--- src/rtl/clf_params.svh ---
// clf_params.svh: offsets, field positions, codes and sizes of the card
// lock block. assumes it is included by bare name from design files.
`ifndef CLF_PARAMS_SVH
`define CLF_PARAMS_SVH

// wishbone register byte offsets
`define CLF_REG_STATUS     8'h00
`define CLF_REG_WPROT      8'h04
`define CLF_REG_ERASE      8'h08
`define CLF_REG_LENS       8'h0c

// write protect register fields
`define CLF_WP_PERM        0
`define CLF_WP_TEMP        1
`define CLF_WP_GROUP       2
`define CLF_WPROT_RST      3'h0

// erase register: write one reports user area erased
`define CLF_ERASE_DONE     0

// mode byte flag positions
`define CLF_F_OWN          4
`define CLF_F_ERASE        3
`define CLF_F_LOCK         2
`define CLF_F_CLR          1
`define CLF_F_SET          0

// mode codes
`define CLF_M_UNLOCK       5'h00
`define CLF_M_SETPWD       5'h01
`define CLF_M_CLRPWD       5'h02
`define CLF_M_LOCK         5'h04
`define CLF_M_SETLOCK      5'h05
`define CLF_M_ERASE        5'h08
`define CLF_M_SETKEY       5'h11
`define CLF_M_CLRKEY       5'h12
`define CLF_M_KEYERASE     5'h18
`define CLF_M_OWNUNLOCK    5'h1f

// card status word bit positions
`define CLF_ST_LOCKED      25
`define CLF_ST_FAILED      24

// secret sizes in bytes
`define CLF_SECRET_MAX     16

`endif

--- src/rtl/clf_pkg.sv ---
// clf_pkg: types shared by the card lock block.
// assumes clf_params.svh is on the include path.
`include "clf_params.svh"

package clf_pkg;

  // control state of the command engine
  typedef enum logic [0:0]
  {
    ST_IDLE,
    ST_ERASE
  } clf_state_t;

  // decoded header of one data block
  typedef struct packed
  {
    logic [4:0] mode;
    logic [7:0] size;
  } clf_cmd_t;

  // flags reported in the response status word
  typedef struct packed
  {
    logic locked;
    logic failed;
  } clf_card_t;

endpackage

--- src/rtl/clf_lock_top.sv ---
// clf_lock_top: card side lock/unlock command engine with ownership
// protection, override key and force erase, plus a wishbone slave.
// assumes a serial link (clock, frame, data msb first) from the host,
// sampled on clk_i, and software that reports when erasing is finished.
//
// Added by the designer: the Wishbone interface to the registers and the register addresses.
`timescale 1ns/1ps
`include "clf_params.svh"

// Operation
// - status bit 25 locked, bit 24 failed
// - key stored blocks all until ownership unlock
// - replace takes old+new, or only new
// - protected erase needs locked card with password
// - clear-key erases key, needs stored key
// - set-key stores key, lock and failure kept
// - all flags, no key: enable extended set
// - first ownership unlock enables, unlocks if passwordless
// - repeated or unlocked ownership unlock fails
// - undefined flag combinations fail, no change
// - extra flags in plain erase fail
// - plain erase clears content and password, unlocks
// - plain erase on unlocked card fails
// - plain erase with key stored fails
// - extra flags in protected erase fail
// - protected erase needs exact key, locked card
// - protected erase keeps key, clears password
// - stay locked, protections kept until erase ends
// - permanent write protect refuses force erase
module clf_lock_top
  import clf_pkg::*;
#(
  parameter int SECRET_MAX = `CLF_SECRET_MAX
)
(
  // clock and reset
  input  wire logic        clk_i,
  input  wire logic        rst_i,
  // wishbone slave
  input  wire logic        wb_cyc_i,
  input  wire logic        wb_stb_i,
  input  wire logic        wb_we_i,
  input  wire logic [7:0]  wb_adr_i,
  input  wire logic [3:0]  wb_sel_i,
  input  wire logic [31:0] wb_dat_i,
  output logic      [31:0] wb_dat_o,
  output logic             wb_ack_o,
  // host link pins
  input  wire logic        lnk_clk_i,
  input  wire logic        lnk_frame_i,
  input  wire logic        lnk_dat_i,
  // response status word
  output logic      [31:0] card_status_o
);

  localparam int BLK_MAX = 2 * SECRET_MAX;

  // synchronised pins and edges
  logic [2:0]         pins_s;
  logic               s_clk;
  logic               s_frm;
  logic               s_dat;
  logic               clk_prev;
  logic               frm_prev;
  logic               lnk_rise;
  logic               cmd_go;
  // receive state
  logic [2:0]         bit_cnt;
  logic [7:0]         byte_cnt;
  logic [7:0]         shreg;
  logic [7:0]         next_byte;
  clf_cmd_t           cmd;
  logic [BLK_MAX*8-1:0] blk;
  // card state
  clf_state_t         state;
  clf_card_t          card;
  logic               own_seen;
  logic               ext_en;
  logic [2:0]         wprot;
  logic [4:0]         last_mode;
  // secret stores
  logic [7:0]         password_length;
  logic               pwd_stored;
  logic               pwd_exact;
  logic               pwd_prefix;
  logic               pwd_new_ok;
  logic [7:0]         key_len;
  logic               key_stored;
  logic               key_exact;
  logic               key_prefix;
  logic               key_new_ok;
  // decoded actions
  logic               data_ok;
  logic               act_fail;
  logic               act_keep;
  logic               act_unlock;
  logic               act_lock;
  logic               act_pwd_load;
  logic               act_pwd_clr;
  logic               act_key_load;
  logic               act_key_clr;
  logic               act_own;
  logic               act_ext;
  logic               act_erase;
  logic               erase_fin;
  logic               wb_req;
  logic               wb_wr;

  // all three pins come from the host's domain
  clf_sync #(.WIDTH(3)) u_sync
  (
    .clk_i (clk_i),
    .rst_i (rst_i),
    .d_i   ({lnk_clk_i, lnk_frame_i, lnk_dat_i}),
    .q_o   (pins_s)
  );

  assign s_clk     = pins_s[2];
  assign s_frm     = pins_s[1];
  assign s_dat     = pins_s[0];
  assign lnk_rise  = s_clk && !clk_prev;
  assign cmd_go    = frm_prev && !s_frm && (byte_cnt != 8'h00);
  assign next_byte = {shreg[6:0], s_dat};

  // edge history of the link clock and frame
  always_ff @(posedge clk_i)
  begin
    if (rst_i)
    begin
      clk_prev <= 1'b0;
      frm_prev <= 1'b0;
    end
    else
    begin
      clk_prev <= s_clk;
      frm_prev <= s_frm;
    end
  end

  // shift the block in: mode byte, size byte, then secret bytes
  always_ff @(posedge clk_i)
  begin
    if (rst_i)
    begin
      bit_cnt  <= 3'h0;
      byte_cnt <= 8'h00;
      shreg    <= 8'h00;
      cmd      <= '0;
      blk      <= '0;
    end
    else if (!s_frm)
    begin
      // counters drop only after the end-of-frame cycle has used them
      bit_cnt  <= 3'h0;
      byte_cnt <= 8'h00;
    end
    else if (lnk_rise)
    begin
      shreg   <= next_byte;
      bit_cnt <= bit_cnt + 3'h1;
      if (bit_cnt == 3'h7)
      begin
        if (byte_cnt == 8'h00)
        begin
          cmd.mode <= next_byte[4:0];
          cmd.size <= 8'h00;
        end
        else if (byte_cnt == 8'h01)
          cmd.size <= next_byte;
        else if (int'(byte_cnt) - 2 < BLK_MAX)
          blk[(int'(byte_cnt) - 2)*8 +: 8] <= next_byte;
        if (byte_cnt != 8'hff)
          byte_cnt <= byte_cnt + 8'h01;
      end
    end
  end

  // password store
  clf_secret #(.SMAX(SECRET_MAX), .BMAX(BLK_MAX)) u_pwd
  (
    .clk_i    (clk_i),
    .rst_i    (rst_i),
    .blk_i    (blk),
    .size_i   (cmd.size),
    .load_i   (act_pwd_load),
    .clear_i  (act_pwd_clr || erase_fin),
    .len_o    (password_length),
    .stored_o (pwd_stored),
    .exact_o  (pwd_exact),
    .prefix_o (pwd_prefix),
    .new_ok_o (pwd_new_ok)
  );

  // override key store
  clf_secret #(.SMAX(SECRET_MAX), .BMAX(BLK_MAX)) u_key
  (
    .clk_i    (clk_i),
    .rst_i    (rst_i),
    .blk_i    (blk),
    .size_i   (cmd.size),
    .load_i   (act_key_load),
    .clear_i  (act_key_clr),
    .len_o    (key_len),
    .stored_o (key_stored),
    .exact_o  (key_exact),
    .prefix_o (key_prefix),
    .new_ok_o (key_new_ok)
  );

  // a short block means the secret was not fully provided
  assign data_ok = ({1'b0, byte_cnt} >= ({1'b0, cmd.size} + 9'h002));

  // decode one command into actions; anything unmatched fails
  always_comb
  begin
    act_fail     = 1'b0;
    act_keep     = 1'b0;
    act_unlock   = 1'b0;
    act_lock     = 1'b0;
    act_pwd_load = 1'b0;
    act_pwd_clr  = 1'b0;
    act_key_load = 1'b0;
    act_key_clr  = 1'b0;
    act_own      = 1'b0;
    act_ext      = 1'b0;
    act_erase    = 1'b0;
    if (!cmd_go)
      act_fail = 1'b0;
    else if (state != ST_IDLE)
      act_fail = 1'b1;
    else if (key_stored && !own_seen && cmd.mode != `CLF_M_OWNUNLOCK)
      act_fail = 1'b1;
    else
    begin
      case (cmd.mode)
        `CLF_M_OWNUNLOCK:
        begin
          if (!key_stored)
            act_ext = 1'b1;
          else if (!own_seen && card.locked)
          begin
            act_own    = 1'b1;
            act_unlock = !pwd_stored;
          end
          else
            act_fail = 1'b1;
        end
        `CLF_M_SETKEY:
        begin
          if (data_ok && key_new_ok && (!key_stored || key_prefix))
          begin
            act_key_load = 1'b1;
            act_keep     = 1'b1;
          end
          else
            act_fail = 1'b1;
        end
        `CLF_M_CLRKEY:
        begin
          if (key_stored)
            act_key_clr = 1'b1;
          else
            act_fail = 1'b1;
        end
        `CLF_M_KEYERASE:
        begin
          if (!key_stored)
          begin
            // without a key the ownership flag is a don't care
            if (card.locked && !wprot[`CLF_WP_PERM])
              act_erase = 1'b1;
            else
              act_fail = 1'b1;
          end
          else if (card.locked && pwd_stored && data_ok && key_exact
                   && !wprot[`CLF_WP_PERM])
            act_erase = 1'b1;
          else
            act_fail = 1'b1;
        end
        default:
        begin
          if (cmd.mode[`CLF_F_OWN] && key_stored)
            act_fail = 1'b1;
          else
          begin
            case ({1'b0, cmd.mode[3:0]})
              `CLF_M_ERASE:
              begin
                if (key_stored || !card.locked || wprot[`CLF_WP_PERM])
                  act_fail = 1'b1;
                else
                  act_erase = 1'b1;
              end
              `CLF_M_UNLOCK:
              begin
                if (card.locked && data_ok && pwd_exact)
                  act_unlock = 1'b1;
                else
                  act_fail = 1'b1;
              end
              `CLF_M_LOCK:
              begin
                if (!card.locked && data_ok && pwd_exact)
                  act_lock = 1'b1;
                else
                  act_fail = 1'b1;
              end
              `CLF_M_SETPWD,
              `CLF_M_SETLOCK:
              begin
                if (data_ok && pwd_new_ok && (!pwd_stored || pwd_prefix))
                begin
                  act_pwd_load = 1'b1;
                  act_lock     = cmd.mode[`CLF_F_LOCK];
                  act_unlock   = !cmd.mode[`CLF_F_LOCK];
                end
                else
                  act_fail = 1'b1;
              end
              `CLF_M_CLRPWD:
              begin
                if (!key_stored && data_ok && pwd_exact)
                begin
                  act_pwd_clr = 1'b1;
                  act_unlock  = 1'b1;
                end
                else
                  act_fail = 1'b1;
              end
              default:
                act_fail = 1'b1;
            endcase
          end
        end
      endcase
    end
  end

  // erase engine: stays busy until software reports the user area done
  always_ff @(posedge clk_i)
  begin
    if (rst_i)
      state <= ST_IDLE;
    else
    begin
      case (state)
        ST_IDLE:
          if (act_erase)
            state <= ST_ERASE;
        ST_ERASE:
          if (erase_fin)
            state <= ST_IDLE;
        default:
          state <= ST_IDLE;
      endcase
    end
  end

  // lock and failure flags: one process, so the struct has one driver;
  // erase keeps the card locked until finished; set-key keeps failed
  always_ff @(posedge clk_i)
  begin
    if (rst_i)
    begin
      card.locked <= 1'b0;
      card.failed <= 1'b0;
    end
    else
    begin
      if (erase_fin)
        card.locked <= 1'b0;
      else if (act_unlock)
        card.locked <= 1'b0;
      else if (act_lock)
        card.locked <= 1'b1;
      if (act_fail)
        card.failed <= 1'b1;
      else if (cmd_go && !act_keep)
        card.failed <= 1'b0;
    end
  end

  // ownership unlock and extended set are kept until reset
  always_ff @(posedge clk_i)
  begin
    if (rst_i)
    begin
      own_seen  <= 1'b0;
      ext_en    <= 1'b0;
      last_mode <= 5'h00;
    end
    else
    begin
      // any accepted ownership unlock since reset opens the session, so a key
      // stored right after it does not lock the host out
      if (act_own || act_ext)
        own_seen <= 1'b1;
      if (act_ext)
        ext_en <= 1'b1;
      if (cmd_go)
        last_mode <= cmd.mode;
    end
  end

  // response word carries the two flags; one cycle behind the state
  always_ff @(posedge clk_i)
  begin
    if (rst_i)
      card_status_o <= 32'h0000_0000;
    else
    begin
      card_status_o                 <= 32'h0000_0000;
      card_status_o[`CLF_ST_LOCKED] <= card.locked;
      card_status_o[`CLF_ST_FAILED] <= card.failed;
    end
  end

  // wishbone: one-cycle registered ack, every address answered
  assign wb_req    = wb_cyc_i && wb_stb_i && !wb_ack_o;
  assign wb_wr     = wb_req && wb_we_i && wb_sel_i[0];
  assign erase_fin = (state == ST_ERASE) && wb_wr
                     && (wb_adr_i == `CLF_REG_ERASE)
                     && wb_dat_i[`CLF_ERASE_DONE];

  always_ff @(posedge clk_i)
  begin
    if (rst_i)
      wb_ack_o <= 1'b0;
    else
      wb_ack_o <= wb_req;
  end

  // write protect bits; finishing an erase clears the temporary ones
  always_ff @(posedge clk_i)
  begin
    if (rst_i)
      wprot <= `CLF_WPROT_RST;
    else
    begin
      if (wb_wr && wb_adr_i == `CLF_REG_WPROT)
        wprot <= wb_dat_i[2:0];
      if (erase_fin)
      begin
        wprot[`CLF_WP_TEMP]  <= 1'b0;
        wprot[`CLF_WP_GROUP] <= 1'b0;
      end
    end
  end

  // read data: unmapped offsets read as zero
  always_ff @(posedge clk_i)
  begin
    if (rst_i)
      wb_dat_o <= 32'h0000_0000;
    else if (wb_req && !wb_we_i)
    begin
      case (wb_adr_i)
        `CLF_REG_STATUS:
          wb_dat_o <= {19'h0, last_mode, 1'b0, state == ST_ERASE,
                       ext_en, own_seen, pwd_stored, key_stored,
                       card.failed, card.locked};
        `CLF_REG_WPROT:
          wb_dat_o <= {29'h0, wprot};
        `CLF_REG_ERASE:
          wb_dat_o <= {31'h0, state == ST_ERASE};
        `CLF_REG_LENS:
          wb_dat_o <= {16'h0, key_len, password_length};
        default:
          wb_dat_o <= 32'h0000_0000;
      endcase
    end
  end

endmodule

--- src/rtl/clf_secret.sv ---
// clf_secret: store for one secret (password or override key) and its
// length, with comparison against a received data block.
// assumes block byte i sits at blk_i[i*8 +: 8], after mode and size.
`timescale 1ns/1ps

module clf_secret
#(
  parameter int SMAX = 16,
  parameter int BMAX = 32
)
(
  // clock and reset
  input  wire logic              clk_i,
  input  wire logic              rst_i,
  // received block
  input  wire logic [BMAX*8-1:0] blk_i,
  input  wire logic [7:0]        size_i,
  // actions
  input  wire logic              load_i,
  input  wire logic              clear_i,
  // state and comparison
  output logic      [7:0]        len_o,
  output logic                   stored_o,
  output logic                   exact_o,
  output logic                   prefix_o,
  output logic                   new_ok_o
);

  logic [7:0] mem [SMAX];
  logic       eq;
  logic [7:0] off;
  logic [7:0] new_len;

  assign stored_o = (len_o != 8'h00);
  // a stored secret means old then new; otherwise only the new one
  assign off      = stored_o ? len_o : 8'h00;
  assign new_len  = size_i - off;
  assign new_ok_o = (size_i > off) && (new_len <= 8'(SMAX));
  assign exact_o  = stored_o && eq && (size_i == len_o);
  assign prefix_o = stored_o && eq && (size_i > len_o);

  // compare stored bytes with the leading bytes of the block
  always_comb
  begin
    eq = 1'b1;
    for (int i = 0; i < SMAX; i++)
    begin
      if ((8'(i) < len_o) && (blk_i[i*8 +: 8] != mem[i]))
        eq = 1'b0;
    end
  end

  // load the new secret from behind the old one, or clear both
  always_ff @(posedge clk_i)
  begin
    if (rst_i || clear_i)
    begin
      len_o <= 8'h00;
      for (int i = 0; i < SMAX; i++)
        mem[i] <= 8'h00;
    end
    else if (load_i)
    begin
      len_o <= new_len;
      for (int i = 0; i < SMAX; i++)
      begin
        if (i + int'(off) < BMAX)
          mem[i] <= blk_i[(i + int'(off))*8 +: 8];
        else
          mem[i] <= 8'h00;
      end
    end
  end

endmodule

--- src/rtl/clf_sync.sv ---
// clf_sync: two flip-flop synchroniser for a bundle of pin levels.
// assumes each bit changes no faster than the sampling clock can see.
`timescale 1ns/1ps

module clf_sync
#(
  parameter int WIDTH = 1
)
(
  // clock and reset
  input  wire logic             clk_i,
  input  wire logic             rst_i,
  // levels
  input  wire logic [WIDTH-1:0] d_i,
  output logic      [WIDTH-1:0] q_o
);

  logic [WIDTH-1:0] meta;

  // first stage feeds only the second stage
  always_ff @(posedge clk_i)
  begin
    if (rst_i)
    begin
      meta <= '0;
      q_o  <= '0;
    end
    else
    begin
      meta <= d_i;
      q_o  <= meta;
    end
  end

endmodule
--- config.mk ---
export PLATFORM = sky130hd
export DESIGN_NAME = clf_lock_top
export DESIGN_NICKNAME = d
export VERILOG_FILES = /design/src/rtl/clf_pkg.sv /design/src/rtl/clf_lock_top.sv /design/src/rtl/clf_secret.sv /design/src/rtl/clf_sync.sv
export VERILOG_INCLUDE_DIRS = /design/src /design/src/rtl
export SDC_FILE = /design/constraint.sdc
export NUM_CORES = 2
export LEC_CHECK = 0
export BUFFER_PORTS_ARGS = -buffer_cell sky130_fd_sc_hd__buf_2
export CAP_MARGIN = 10
export CORE_ASPECT_RATIO = 1.75
export CORE_UTILIZATION = 45
export CTS_BUF_LIST = sky130_fd_sc_hd__clkbuf_16
export CTS_CLUSTER_DIAMETER = 50
export CTS_CLUSTER_SIZE = 25
export DETAILED_ROUTE_END_ITERATION = 10
export PLACE_DENSITY = 0.59
export SLEW_MARGIN = 10
export SYNTH_ARGS = -nofsm -noshare
export SYNTH_HDL_FRONTEND = slang
export SYNTH_SLANG_ARGS = --single-unit
--- constraint.sdc ---
create_clock -name clk_i -period 9.98 [get_ports clk_i]
set_input_delay 0 -clock clk_i [delete_from_list [all_inputs] [get_ports clk_i]]
set_output_delay 0 -clock clk_i [all_outputs]
set_load 0.01 [all_outputs]
### Word level (Yosys, flattened, before mapping)

Memory sizes are Yosys's and may differ from the RTL's.
Cells that the tools add are included.

| word-level totals | value |
|---|---|
| bits of input ports | 52 |
| memories kept | 2 |
| RAM bits | 256 |
| logic and storage cells | 845 |
| output and inout bits | 65 |
| flip-flop bits (word level) | 389 |

| cells by class | value |
|---|---|
| shift-type cells | 34 |
| equal/unequal tests | 50 |
| $add $sub $neg | 37 |
| reductions and logical operators | 111 |
| bitwise gates (word level) | 68 |
| magnitude comparators | 72 |
| muxes and demuxes | 447 |

Memory list:

| name | words | width | read ports | clocked after Yosys merged registers in | wr ports | RTL line | source |
|---|---|---|---|---|---|---|---|
| u_key.mem | 16 | 8 | 16 | 0 | 16 | clf_secret.sv:29 | `logic [7:0] mem [SMAX];` |
| u_pwd.mem | 16 | 8 | 16 | 0 | 16 | clf_secret.sv:29 |  |

Operator list:

| operator | count |
|---|---|
| $shiftx A256 B32 Y8 | 30 |
| $lt A32 B7 Y1 const B | 30 |
| $mux W8 | 68 |
| $shiftx A256 B12 Y8 | 2 |
| $mux W1 | 370 |
| $bwmux W256 | 1 |
| $ne A8 B8 Y1 | 32 |
| $shift A8 B33 Y256 const A | 1 |
| $shiftx A8 B33 Y256 | 1 |
| $add A4 B8 Y9 const A | 16 |
| $lt A4 B8 Y1 const A | 16 |
| $add A3 B8 Y9 const A | 8 |
| $logic_and A1 B1 Y1 | 72 |
| $lt A3 B8 Y1 const A | 8 |
| $or A1 B1 Y1 | 64 |
| $pmux W16 S4 | 1 |
| $add A2 B8 Y9 const A | 4 |
| $neg A12 Y33 | 1 |
| $gt A8 B8 Y1 | 4 |
| $lt A1 B8 Y1 const A | 4 |
| $lt A2 B8 Y1 const A | 4 |
| $reduce_bool A8 Y1 | 3 |
| $eq A5 B5 Y1 const B | 4 |
| $add A1 B8 Y9 const A | 2 |
| other kinds (37) | 73 |

### Longest topological paths before layout

An unclocked memory read counts as a cell.

| logic depth | value |
|---|---|
| depth after elaboration | 35 |
| depth in mapped cells | 20 |
| gate-level depth less buffers | 15 |

### Modules after synthesis

A second synthesis with hierarchy kept.

| second synthesis, totals | value |
|---|---|
| cells, all modules | 6,124 |
| area total of the unflattened synthesis | 54,009.3 sq um |

Modules (own cells, without submodules):

| module | cells each | area an instance (sq um) | seq. area each (sq um) | times used |
|---|---|---|---|---|
| clf_secret (u_pwd) | 2,195 | 19,177.1 | 4,003.8 | 1 |
| clf_secret (u_key) | 2,314 | 19,125.8 | 4,003.8 | 1 |
| clf_lock_top | 1,603 | 15,548.7 | 6,426.2 | 1 |
| clf_sync | 12 | 157.7 | 120.1 | 1 |

### Worst setup path after synthesis

No wires, ideal clock.

| timing | value |
|---|---|
| kind | register to register |
| from | register u_pwd.len_o[0] |
| to | memory u_pwd.mem[0][0], enable pin |
| setup slack | 2,792 ps |
| data arrival time | 6,707 ps |
| path buffers | 7 |
| stages on the path, launching flop included | 19 |
| setup time | 481 ps |
| clock period less this slack | 7,188 ps |
| required time | 9,499 ps |
| cells stage by stage | dfxtp_1 > buf_2 > buf_1 > buf_1 > clkbuf_1 > clkbuf_1 > clkbuf_1 > ha_1 > fa_1 > nor2b_1 > o21ai_0 > nor3b_1 > nor2_1 > a2111o_1 > a21o_1 > a211oi_4 > buf_6 > nor2_1 > inv_1 |

RTL lines:

| item | RTL line | source |
|---|---|---|
| from (decl) | clf_secret.sv:22 | `output logic [7:0] len_o,` |
| from (signal assigned) | clf_secret.sv:64 | `len_o <= new_len;` |
| to (decl) | clf_secret.sv:29 |  |

==> summary.md <==
| Metric | Value |
|---|---|
| Arrival time worst endpoint | 7.09 ns |
| Worst Path Required | 10.36 ns |
| Row count | 162 |
| Detailed-route via count | 48,499 |
| Placed inst area | 0.0513 mm2 |
| Clock Sinks | 599 |
| R2r startpoint | u_key.len_o[4] |
| Initial Util | 45.3% |
| Post-synth ARST share | 0% |
| Most frequent cells in the layout | 758 x nand2_1, 585 x nor2_1, 416 x mux2i_1 |
| Post-route design area | 0.0538 mm2 |
| Sequential fraction of the synthesis area | 28.9% |
| Share of layout cells above drive strength 1 | 15.8% |
| Critical Path Fanout Max | 74 |
| DRT Pass-1 Iters | 8 |
| GR Overflow Total | 0 |
| Core area | 0.111 mm2 |
| Synthesized instance count | 5,778 |
| First-pass GRT wire length | 348,000 um |
| WL/cell | 36.5 um |
| GR Util All Layers | 44.1% |
| Post-Syn Area | 0.0504 mm2 |
| Inserted Clock Buffers | 61 |
| Hold Slack | 0.0106 ns |
| Final Hold Violating Endpoints | 0 |
| Syn Area/Cell | 8.72 um2 |
| Vias in the first global route | 44,389 |
| Critical Path, Cell by Cell | clkinv_2 -> ha_1 -> o2111ai_1 -> a31oi_1 -> o22ai_1 -> xnor2_1 -> nor4_1 -> o2111a_1 -> nor2_1 -> inv_6 -> buf_4 |
| Crit-path slowest cell | nor4_1 |
| Vias per inst | 6.97 |
| Die Ht | 445 um |
| Failing checks | capacitance limit, slew limit |
| Clk slew on worst S/H paths | 0.08 ns |
| Clk_skew | 0.0464 ns |
| Delay of the slowest cell on the worst path | 0.91 ns |
| Worst-Margin Slew | 1.52 ns |
| HPWL after DPL | 178,000 um |
| Ports | 117 |
| Chip width | 255 um |
| Area grow syn2layout | 6.77% |
| Most common cell after layout, fill and taps aside | nand2_1 |
| Post-CTS Resized | 0 |
| Die Footprint | 0.113 mm2 |
| Setup crit start kind | flip-flop |
| Crit path capture type | flip-flop |
| Synthesis Warnings | 0 |
| CTS tree | done |
| Largest net degree at the start of global routing | 134 |
| DR DRC count | 0 |
| RSZ-0062 raised after global routing | no |
| Initial antenna violation count | 12 |
| Seq. cell area | 0.0146 mm2 |
| Hold depth | 5 |
| WP buf/inv | 3 |
| HP Class | in2reg |
| R2R Setup Slk | 3.27 ns |
| Crit path max-delay family | buffers and inverters |
| Placer congestion estimate | 1.10 |
| Maximum root-to-sink buffer count | 3 |
| Peak supply drop | 156 uV |
| Crit path kind | reg2reg |
| Routed Antenna Nets | 0 |
| Status | finished with violations |
| Tmin final | 6.71 ns |
| Final-stage net count | 5,524 |
| # H-tree levels | 2 |
| Hold-critical path endpoint | state |
| Total of max-cap violations | 1 |
| Leak Pwr | 17.9 nW |
| PortBufs | 38 |
| Top_reg_cell synth | dfxtp_1 |
| Max-slew violation count | 2 |
| Power per cell area | 102 mW/mm2 |
| Area of the multi-input gates | 0.0330 mm2 |
| Setup TNS | 0 ns |
| R2r worst-path depth | 11 |
| EDFF count, synth | 256 |
| #FFs+latches synth | 599 |
| Filler instances | 10,663 |
| Final setup viols | 0 |
| Final critical-path share of the clock period | 67.2% |
| CTS root buf | clkbuf_16 |
| Max-slew headroom | -2.32% |
| Post-synth cell types | 97 |
| Routed WL | 254,000 um |
| DRT iter0 DRCs | 7,046 |
| Worst Hold Launch | wb_sel_i[0] |
| R2r endpoint | u_key.mem[13][5] |
| Fmax achieved | 149 MHz |
| Worst skew pair latency | 0.76 ns |
[worst max path at each step]
stage                              start          endpoint  depth (start not counted)
after floorplan           u_pwd.len_o[0]   u_pwd.mem[0][0]                         18
after global placement    u_key.len_o[4]  u_key.mem[14][0]                         11
after detailed placement  u_key.len_o[4]  u_key.mem[14][0]                         11
after CTS                 u_key.len_o[4]   u_key.mem[9][0]                         11
after global routing      u_key.len_o[4]   u_key.mem[4][3]                         11
final                     u_key.len_o[4]  u_key.mem[13][5]                         11
[tightest hold or removal path, stage by stage]
cell and delay [ns]:
buf_2 0.09, nand2_1 0.05, nor3_1 0.06, a41o_1 0.31, o22ai_1 0.17
[flip-flops by register name (all words and copies together) (netlist names), 8 cells and up]
register,count
u_key.mem,128
byte_cnt,8
blk,256
wb_dat_o,16
u_pwd.mem,128
u_pwd.len_o,8
u_key.len_o,8
cmd,13
[cells by family (layout without fill, tap and decap cells)]
kind of cell | count (synthesis) | after routing | synth area share (%)
AO/OA/AOI/OAI | 1194 | 1194 | 15.2
XOR/XNOR | 284 | 284 | 4.94
adder cells (fa/ha/maj) | 52 | 52 | 1.32
buffers and inverters | 761 | 411 | 6.22
flip-flops | 599 | 599 | 28.9
multiplexers | 831 | 831 | 24.9
other | 1 | 51 | 0.00744
AND/OR/NAND/NOR | 2056 | 2056 | 18.6
[metal layers]
metal | wire, um | GRT usage [%] | vias to the layer above
met2 | 112000 | 67.0 | 3441
met1 | 83300 | 49.1 | 23650
li1 | - | - | 20347
met4 | 30300 | 42.4 | 10
met5 | 65 | 0 | -
met3 | 28300 | 12.2 | 1051
[area by class of cell]
| class | instances | area share (%) |
|---|---|---|
| Antenna cell | 5 | 0.0233 |
| Sequential cell | 599 | 27.1 |
| Timing Repair Buffer | 223 | 3.17 |
| Inverter | 72 | 0.588 |
| Multi-Input combinational cell | 4463 | 61.4 |
| Clock inverter | 54 | 1.38 |
| Tap cell | 1476 | 3.43 |
| Clock buffer | 62 | 2.88 |
[power breakdown]
part	switching [mW]	leakage, nW	total [mW]	internal, mW
sequential	0.0272	5.23	2.62	2.60
clock	1.32	1.10	2.69	1.37
combinational	0.149	11.6	0.186	0.0375
[metrics by stage]
step | power [mW] | utilization, % | std cells | worst slack, ns
final | 5.50 | 48.4 | 6954 | 3.27
after floorplan | 2.78 | - | 5823 | 2.79
after global placement | 2.85 | 46.1 | 6810 | 3.49
after global routing | 5.58 | 48.3 | 6950 | 3.07
after CTS | 5.48 | 48.3 | 6949 | 3.42
after detailed placement | 2.85 | 46.1 | 6811 | 3.46
[synthesized netlist by cell type, types with 13 or more instances]
cell type / instances / area (um2)
o21a_1: 13 / 97.6
nand3_1: 286 / 1430
inv_1: 66 / 248
nor2_2: 24 / 150
nand2b_1: 16 / 100
nand2_1: 762 / 2860
a31oi_1: 54 / 338
nor2b_1: 42 / 263
mux2i_1: 416 / 4160
and3_1: 38 / 238
nor2_1: 593 / 2230
xor2_1: 244 / 2140
nor3_1: 84 / 420
clkbuf_1: 474 / 1780
a22oi_1: 50 / 375
o32ai_1: 16 / 140
a311oi_1: 16 / 140
mux2_2: 86 / 968
o211ai_1: 82 / 616
a211oi_1: 112 / 841
nor2_4: 15 / 169
o21ai_0: 318 / 1590
xnor2_1: 40 / 350
nand4_1: 21 / 131
o22a_1: 18 / 158
mux4_2: 329 / 7410
a221oi_1: 33 / 289
edfxtp_1: 256 / 7690
a211o_1: 24 / 210
a21oi_1: 306 / 1530
buf_4: 48 / 360
and2_1: 30 / 188
buf_2: 29 / 145
o22ai_1: 34 / 213
dfxtp_1: 343 / 6870
ha_1: 50 / 626
nor4_1: 75 / 469
buf_1: 130 / 488
o31ai_1: 19 / 143
[repair_timing]
item                                   4_1_cts  5_1_grt
endpoints found under the hold margin       30        0
hold buffers                                22        0
setup buffers                                0        0
(Power assumes the default switching activity.)
